===== config.mk =====
export PLATFORM = sky130hd
export DESIGN_NAME = lfs_top
export DESIGN_NICKNAME = d
export VERILOG_FILES = /design/src/lfs_pkg.sv /design/src/lfs_sync2.sv /design/src/lfs_top.sv
export SDC_FILE = /design/constraint.sdc
export NUM_CORES = 1
export LEC_CHECK = 0
export BUFFER_PORTS_ARGS = -buffer_cell sky130_fd_sc_hd__buf_2
export CORE_MARGIN = 3
export CORE_UTILIZATION = 60
export DETAILED_ROUTE_END_ITERATION = 10
export PLACE_DENSITY = 0.78
export RECOVER_POWER = 25
export SLEW_MARGIN = 20
export SYNTH_ARGS = -nofsm -noshare
export SYNTH_HDL_FRONTEND = slang
export SYNTH_SLANG_ARGS = --single-unit

===== constraint.sdc =====
create_clock -name i_core_clk -period 7.1 [get_ports i_core_clk]
set_clock_uncertainty 0.15 [all_clocks]
set_input_delay 1.775 -clock i_core_clk [delete_from_list [all_inputs] [get_ports i_core_clk]]
set_output_delay 1.775 -clock i_core_clk [all_outputs]
set_load 0.02 [all_outputs]

===== src/lfs_pkg.sv =====
// Constants for the LED driver fault sequencer.
// Assumes a 125 MHz core clock; all times are converted to cycles here.
package lfs_pkg;
   localparam int unsigned CLK_MHZ = 125;
   // Times in nanoseconds
   localparam int unsigned SYNC_LOW_NS = 7000;
   localparam int unsigned OC2X_MAX_NS = 3000;
   localparam int unsigned UVLO_DEGLITCH_NS = 50000;
   // Least times round up, longest times round down
   localparam int unsigned SYNC_LOW_CYC = (SYNC_LOW_NS * CLK_MHZ + 999) / 1000;
   localparam int unsigned OC2X_MAX_CYC = (OC2X_MAX_NS * CLK_MHZ) / 1000;
   localparam int unsigned UVLO_CYC = (UVLO_DEGLITCH_NS * CLK_MHZ + 999) / 1000;
   // Counts in switching or clock cycles
   localparam int unsigned OC1X_CYCLES = 10000;
   localparam int unsigned EN_LOW_CYCLES = 32750;
   localparam int unsigned CNT_W = 16;
   // Sequencer states
   typedef enum logic [2:0] {
      LFS_OFF = 3'b000,
      LFS_RUN = 3'b001,
      LFS_OC1X = 3'b010,
      LFS_LATCH = 3'b011,
      LFS_SDOWN = 3'b100
   } lfs_state_t;
endpackage


===== src/lfs_sync2.sv =====
// Two-flop synchroniser for a bundle of pin levels.
// Assumes inputs are asynchronous to i_core_clk.
`timescale 1ns/10ps
module lfs_sync2 #(
   parameter int W = 1
) (
   // Clock and reset
   input wire logic i_core_clk,
   input wire logic i_srst,
   // Levels
   input wire logic [W-1:0] i_async,
   input wire logic [W-1:0] i_rst_val,
   output logic [W-1:0] o_sync
);
   logic [W-1:0] meta_ff;
   logic [W-1:0] sync_ff;
   logic [W-1:0] nxt_meta;
   logic [W-1:0] nxt_sync;

   always_comb begin
      nxt_meta = i_async;
      nxt_sync = meta_ff;
   end

   always_ff @(posedge i_core_clk) begin
      if (i_srst) begin
         meta_ff <= i_rst_val;
         sync_ff <= i_rst_val;
      end else begin
         meta_ff <= nxt_meta;
         sync_ff <= nxt_sync;
      end
   end

   assign o_sync = sync_ff;
endmodule


===== src/lfs_top.sv =====
// Fault and shutdown sequencer of a boost LED driver.
// Assumes analog comparators deliver levels; sw_tick marks each switching cycle start.
// What this block does
// RQ1 - Primary switch limit ends the current switching cycle
// RQ2 - Secondary switch limit shuts down at once
// RQ3 - 1X input overcurrent limited for 10000 cycles
// RQ4 - 1X overcurrent raises fault flag immediately
// RQ5 - 1X cleared early drops flag, resumes
// RQ6 - 1X timer expiry latches shutdown
// RQ7 - Sync low over 7 us forces shutdown
// RQ8 - Enable low 32750 cycles enters low power
// RQ9 - Shutdown clears faults, waits enable high
// RQ10 - 2X input overcurrent shuts down within 3 us
// RQ11 - 2X shutdown latched with fault flag
// RQ12 - Latched fault cleared by long enable low
// RQ13 - UVLO enable on both rising, 50 us fall
// RQ14 - Latched faults also turn gate off
`timescale 1ns/10ps
module lfs_top #(
   parameter int unsigned OC1X_LIMIT = lfs_pkg::OC1X_CYCLES,
   parameter int unsigned EN_LOW_LIMIT = lfs_pkg::EN_LOW_CYCLES
) (
   // Clock and reset
   input wire logic i_core_clk,
   input wire logic i_srst,
   // Switching cycle marker from the oscillator
   input wire logic i_sw_tick,
   // Comparator levels (asynchronous)
   input wire logic i_sw_ilim1,
   input wire logic i_sw_ilim2,
   input wire logic i_in_oc1x,
   input wire logic i_in_oc2x,
   input wire logic i_vin_above_rise,
   input wire logic i_vin_below_fall,
   input wire logic i_input_sense_node_ok,
   // Host pins (asynchronous)
   input wire logic i_enable_dim_pin,
   input wire logic i_freq_set_sync_pin,
   // Drives
   output logic o_boost_en,
   output logic o_gate_on,
   output logic o_gate_linear,
   output logic o_sink_en,
   output logic o_fault_n,
   output logic o_low_power
);
   // -----------------------------------------------------------------
   // Parameter checks
   // -----------------------------------------------------------------
   if (OC1X_LIMIT < 2 || OC1X_LIMIT >= (1 << lfs_pkg::CNT_W)) begin : g_bad_oc1x
      $error("OC1X_LIMIT out of range");
   end
   if (EN_LOW_LIMIT < 2 || EN_LOW_LIMIT >= (1 << lfs_pkg::CNT_W)) begin : g_bad_en
      $error("EN_LOW_LIMIT out of range");
   end

   // -----------------------------------------------------------------
   // Counter limits
   // -----------------------------------------------------------------
   localparam logic [lfs_pkg::CNT_W-1:0] OC1X_MAX = lfs_pkg::CNT_W'(OC1X_LIMIT - 1);
   localparam logic [lfs_pkg::CNT_W-1:0] EN_MAX = lfs_pkg::CNT_W'(EN_LOW_LIMIT - 1);
   localparam logic [lfs_pkg::CNT_W-1:0] SYNC_MAX = lfs_pkg::CNT_W'(lfs_pkg::SYNC_LOW_CYC);
   localparam logic [lfs_pkg::CNT_W-1:0] UVLO_MAX = lfs_pkg::CNT_W'(lfs_pkg::UVLO_CYC);

   // -----------------------------------------------------------------
   // Input synchronisers
   // -----------------------------------------------------------------
   // Sync pin idles high, so its stage resets high to avoid a false low
   logic [8:0] pins_s;
   lfs_sync2 #(.W(9)) u_sync (
      .i_core_clk(i_core_clk),
      .i_srst(i_srst),
      .i_async({i_sw_ilim1, i_sw_ilim2, i_in_oc1x, i_in_oc2x, i_vin_above_rise,
                i_vin_below_fall, i_input_sense_node_ok, i_enable_dim_pin,
                i_freq_set_sync_pin}),
      .i_rst_val(9'h001),
      .o_sync(pins_s)
   );
   logic ilim1, ilim2, oc1x, oc2x, vin_rise, vin_fall, sense_ok, en_pin, sync_pin;
   assign {ilim1, ilim2, oc1x, oc2x, vin_rise, vin_fall, sense_ok, en_pin, sync_pin} = pins_s;

   // -----------------------------------------------------------------
   // Helpers
   // -----------------------------------------------------------------
   // Saturating counter step
   function automatic logic [lfs_pkg::CNT_W-1:0] cnt_step(
      input logic cond, input logic [lfs_pkg::CNT_W-1:0] c, input logic [lfs_pkg::CNT_W-1:0] mx);
      if (!cond) cnt_step = '0;
      else if (c >= mx) cnt_step = mx;
      else cnt_step = c + lfs_pkg::CNT_W'(1);
   endfunction

   // -----------------------------------------------------------------
   // Pin and supply timers
   // -----------------------------------------------------------------
   logic [lfs_pkg::CNT_W-1:0] en_cnt_ff, sync_cnt_ff, uvlo_cnt_ff;
   logic [lfs_pkg::CNT_W-1:0] nxt_en_cnt, nxt_sync_cnt, nxt_uvlo_cnt;
   logic supply_ok_ff, nxt_supply_ok;
   logic en_long_low, sync_long_low;

   always_comb begin
      // Counters saturate so a long low keeps its request standing
      nxt_en_cnt = cnt_step(!en_pin, en_cnt_ff, EN_MAX); // RQ8 RQ12
      nxt_sync_cnt = cnt_step(!sync_pin, sync_cnt_ff, SYNC_MAX); // RQ7
      nxt_uvlo_cnt = cnt_step(vin_fall, uvlo_cnt_ff, UVLO_MAX); // RQ13
      // Supply good on both rising, bad only after the falling deglitch
      nxt_supply_ok = supply_ok_ff;
      if (vin_rise && sense_ok) begin
         nxt_supply_ok = 1'b1; // RQ13
      end else if (uvlo_cnt_ff >= UVLO_MAX) begin
         nxt_supply_ok = 1'b0; // RQ13
      end
   end

   always_ff @(posedge i_core_clk) begin
      if (i_srst) begin
         en_cnt_ff <= '0;
         sync_cnt_ff <= '0;
         uvlo_cnt_ff <= '0;
         supply_ok_ff <= 1'b0;
      end else begin
         en_cnt_ff <= nxt_en_cnt;
         sync_cnt_ff <= nxt_sync_cnt;
         uvlo_cnt_ff <= nxt_uvlo_cnt;
         supply_ok_ff <= nxt_supply_ok;
      end
   end

   assign en_long_low = (en_cnt_ff >= EN_MAX) && !en_pin;
   assign sync_long_low = (sync_cnt_ff >= SYNC_MAX) && !sync_pin;

   // -----------------------------------------------------------------
   // Fault sequencer
   // -----------------------------------------------------------------
   lfs_pkg::lfs_state_t state_ff, nxt_state;
   logic [lfs_pkg::CNT_W-1:0] oc_cnt_ff, nxt_oc_cnt;
   logic skip_ff, nxt_skip;
   logic boost_ff, gate_ff, lin_ff, sink_ff, fault_n_ff, lp_ff;
   logic nxt_boost, nxt_gate, nxt_lin, nxt_sink, nxt_fault_n, nxt_lp;

   always_comb begin
      nxt_state = state_ff;
      nxt_oc_cnt = oc_cnt_ff;
      nxt_skip = skip_ff;
      unique case (state_ff)
         lfs_pkg::LFS_OFF: begin
            if (supply_ok_ff && en_pin) nxt_state = lfs_pkg::LFS_RUN; // RQ9 RQ13
         end
         lfs_pkg::LFS_RUN, lfs_pkg::LFS_OC1X: begin
            // Supply loss first, then hard faults, then host shutdowns
            if (!supply_ok_ff) begin
               nxt_state = lfs_pkg::LFS_OFF; // RQ13
            end else if (ilim2 || oc2x) begin
               nxt_state = lfs_pkg::LFS_LATCH; // RQ2 RQ10 RQ11
            end else if (en_long_low || sync_long_low) begin
               nxt_state = lfs_pkg::LFS_SDOWN; // RQ7 RQ8
            end else if (state_ff == lfs_pkg::LFS_RUN) begin
               if (oc1x) begin
                  nxt_state = lfs_pkg::LFS_OC1X; // RQ3 RQ4
                  nxt_oc_cnt = '0;
               end
            end else if (!oc1x) begin
               nxt_state = lfs_pkg::LFS_RUN; // RQ5
            end else if (i_sw_tick) begin
               if (oc_cnt_ff >= OC1X_MAX) nxt_state = lfs_pkg::LFS_LATCH; // RQ6
               else nxt_oc_cnt = oc_cnt_ff + lfs_pkg::CNT_W'(1); // RQ3
            end
         end
         lfs_pkg::LFS_LATCH: begin
            // Sync pin is ignored here; only a long enable low clears it
            if (en_long_low) nxt_state = lfs_pkg::LFS_SDOWN; // RQ12
         end
         lfs_pkg::LFS_SDOWN: begin
            // Held until enable is high and the sync pin is released
            if (en_pin && !sync_long_low) nxt_state = lfs_pkg::LFS_OFF; // RQ9
         end
         default: nxt_state = lfs_pkg::LFS_OFF;
      endcase
      // Cycle-by-cycle limit: drop the rest of this cycle, resume on next tick
      if (i_sw_tick) nxt_skip = 1'b0; // RQ1
      if (ilim1) nxt_skip = 1'b1; // RQ1
      nxt_boost = (nxt_state == lfs_pkg::LFS_RUN || nxt_state == lfs_pkg::LFS_OC1X)
                  && !nxt_skip; // RQ1
      nxt_sink = (nxt_state == lfs_pkg::LFS_RUN || nxt_state == lfs_pkg::LFS_OC1X);
      nxt_gate = nxt_sink; // RQ14
      nxt_lin = (nxt_state == lfs_pkg::LFS_OC1X); // RQ3
      nxt_fault_n = !(nxt_state == lfs_pkg::LFS_OC1X || nxt_state == lfs_pkg::LFS_LATCH); // RQ4 RQ11
      nxt_lp = (nxt_state == lfs_pkg::LFS_SDOWN) && en_long_low; // RQ8
   end

   always_ff @(posedge i_core_clk) begin
      if (i_srst) begin
         state_ff <= lfs_pkg::LFS_OFF;
         oc_cnt_ff <= '0;
         skip_ff <= 1'b0;
         boost_ff <= 1'b0;
         gate_ff <= 1'b0;
         lin_ff <= 1'b0;
         sink_ff <= 1'b0;
         fault_n_ff <= 1'b1;
         lp_ff <= 1'b0;
      end else begin
         state_ff <= nxt_state;
         oc_cnt_ff <= nxt_oc_cnt;
         skip_ff <= nxt_skip;
         boost_ff <= nxt_boost;
         gate_ff <= nxt_gate;
         lin_ff <= nxt_lin;
         sink_ff <= nxt_sink;
         fault_n_ff <= nxt_fault_n;
         lp_ff <= nxt_lp;
      end
   end

   // -----------------------------------------------------------------
   // Outputs
   // -----------------------------------------------------------------
   assign o_boost_en = boost_ff;
   assign o_gate_on = gate_ff;
   assign o_gate_linear = lin_ff;
   assign o_sink_en = sink_ff;
   assign o_fault_n = fault_n_ff;
   assign o_low_power = lp_ff;
endmodule


==> impl_metrics.toml <==
[drt]
drc = 0
firstDrtPassIters = 4
vias = 2666
finalWirelength_um = 6220
antenna_left = 0
drt_iter0_drc = 79
vias_per_cell = 5.41
avgRoutedWirePerCell_um = 12.6

[global_route]
grtUsageMet1_pct = 22.6
grt_pass1_wl_um = 10800
grt_pass1_vias = 2499
top_usage_layer = "met2"
overflow = 0
grt_max_degree = 32
grt_use_met3_pct = 6.32
antenna_found_initial = 0
grt_use_met2_pct = 30.9
grt.total_usage_pct = 18.8

[yosys]
synthCells = 390
yosys.area.top_type = "dfxtp_1"
netlist.area_leader.share_pct = 50.5
syn_avg_cell_area_um2 = 9.34
synth_edf_count = 0
synthDistinctLibCells = 48
synth_common_cells = "dfxtp_1 (92), nor2_1 (40), a21oi_1 (35)"
ys_seq_area_share_pct = 50.5
ys_ff_latch = 92
ys.warnings.count = 0
netlist_area_um2 = 3640
synth.most_common_cell = "dfxtp_1"
synth_top_cells_by_area = "dfxtp_1 (51%), xor2_1 (5.5%), a21oi_1 (4.8%), xnor2_1 (4.3%), nor2_1 (4.1%)"
synthFlopType = "dfxtp_1"
synth_async_sr_flop_share_pct = 0

[clocking]
htree_num_levels = 3
clock-sinks = 92
tritoncts = "built"
clockBufferDepth = 2
clk_pin_slew_ps = 90
cts_root_buf = "clkbuf_8"
clock_latency_ps = 360
cts-buffers-inserted = 9
cts-resized-gates = 0
postCtsHoldBufs = 0
cts_setup_buffers = 0

[final_layout]
fillers = 473
final_layout_size_suffix_gt1_share_pct = 9.74
regArea_um2 = 1840
nets = 436
final_area_um2 = 4000
fin_cells = 493
multi_input_area_um2 = 1760
antenna_cells = 0
synthToLayoutAreaGrowth_pct = 9.72

[placement]
post-place-cells = 478
place_area_um2 = 3810
portBuffers = 17
gp_congestion = 0.853
hpwl_um = 4290

[die]
core-area_um2 = 5680
dieWidth_um = 83.9
die_h_um = 83.9
rows = 27
start_util_pct = 64.2
dieArea_um2 = 7040
io_pins = 18

[timing]
final_hold_viol_count = 0
grt_setup_unrepaired = "no"
clock.fmax_mhz = 304
hold_slack_ps = 273
setup-tns-final_ps = 0
slew_headroom_pct = 18.6
worst-slew-pin-transition_ps = 1220
period_needed_ps = 3290
post-route-period-util_pct = 46.3
slew_violations = 0
finalSetupViolCount = 0

[run_status]
outcome = "finished, final reports clean"

[worst_setup_path]
start_kind = "primary input"
cp.arrival_ps = 3380
worstPathMaxFanout = 31
end_kind = "flop"
criticalPathCategory = "in2reg"
crit_required_ps = 7190

[min_path]
hp-class = "reg2reg"

[power]
p_leak_nw = 1.54
ir_worst_vdd_mv = 0.133
power_density_nw_per_um2 = 229

[flow_run]
drv_cap = 0
state kept, by name, indices dropped and copies added, names as in the netlist:
signal and cells:
oc_cnt_ff 16, en_cnt_ff 16, supply_ok_ff 1, o_fault_n 1
uvlo_cnt_ff 16, o_sink_en 1, state_ff 3, o_boost_en 1
o_low_power 1, o_gate_linear 1, sync_cnt_ff 16, u_sync.meta_ff 9
skip_ff 1, u_sync.o_sync 9
final timing paths:
| kind | start | endpoint | slack, ps | depth (start not counted) |
|---|---|---|---|---|
| worst min-delay path | u_sync.meta_ff[0]$_SDFF_PP1_ | u_sync.o_sync[0]$_SDFF_PP1_ | 270 | 1 |
| worst min register to register | u_sync.meta_ff[0]$_SDFF_PP1_ | u_sync.o_sync[0]$_SDFF_PP1_ | 270 | 1 |
| worst max-delay path | i_srst | uvlo_cnt_ff[8]$_SDFF_PP0_ | 3810 | 4 |
| worst max register to register | sync_cnt_ff[0]$_SDFF_PP0_ | oc_cnt_ff[8]$_SDFFE_PP0P_ | 4350 | 7 |
per-layer routing:
| metal | wire (um) | vias up |
|---|---|---|
| met4 | 118 | 0 |
| met3 | 191 | 12 |
| li1 | - | 1393 |
| met5 | 0 | - |
| met2 | 2930 | 29 |
| met1 | 2980 | 1232 |
worst max-delay path, cell delays in order:
cell      delay (ps)
clkbuf_1         870
nand2b_1         340
nand2b_1         300
nor2_1            90
cell type report:
type                       count  area share [%]
clock buffer                  10            3.19
clock inverter                 5            1.53
inverter                       8           0.751
multi-input combinational    288            43.9
sequential                    92            46.1
tap                           72            2.25
timing repair buffer          18            2.28
report_power, final:
group | switching [mW] | leakage [nW] | internal (mW) | total [mW]
logic | 0.0187 | 0.693 | 0.0158 | 0.0345
registers | 0.0108 | 0.754 | 0.532 | 0.542
clock network | 0.176 | 0.0967 | 0.163 | 0.339
total | 0.206 | 1.54 | 0.710 | 0.916
cells by family (layout without fill, tap and decap cells):
kind of cell | after synthesis | in the layout | synth area share [%]
buf+inv | 19 | 41 | 2.20
xor+xnor | 41 | 41 | 9.86
flops | 92 | 92 | 50.5
other cells | 1 | 10 | 0.103
fa+ha+maj | 7 | 7 | 2.40
compound gates | 65 | 65 | 10.9
simple gates | 165 | 165 | 24.0
through the flow:
step                      utilization, %  worst slack, ps  total power [mW]
after floorplan                        -             3980             0.579
after global placement              67.1             3630             0.587
final                               70.4             3810             0.916
after CTS                           70.5             3840             0.924
after detailed placement            67.1             3460             0.589
after global routing                70.4             3610             0.953
cells in the final DEF (no fill, tap or decap), types with 4 or more instances in the layout:
| master | synthesis | routed |
|---|---|---|
| inv_1 | 8 | 8 |
| a21oi_1 | 35 | 35 |
| buf_2 | 1 | 16 |
| conb_1 | 1 | 10 |
| nand4_1 | 8 | 8 |
| nand3_1 | 19 | 19 |
| nand2b_1 | 4 | 4 |
| dfxtp_1 | 92 | 92 |
| clkbuf_8 | 0 | 9 |
| and3_1 | 16 | 16 |
| nor2_1 | 40 | 40 |
| or2_2 | 6 | 6 |
| nor3_1 | 6 | 6 |
| nand2_1 | 25 | 25 |
| and2_1 | 4 | 4 |
| nor2b_1 | 18 | 18 |
| o21ai_0 | 6 | 6 |
| xnor2_1 | 18 | 18 |
| or3_1 | 4 | 4 |
| xor2_1 | 23 | 23 |
| ha_1 | 7 | 7 |
Power figures use the tool's default switching activity.
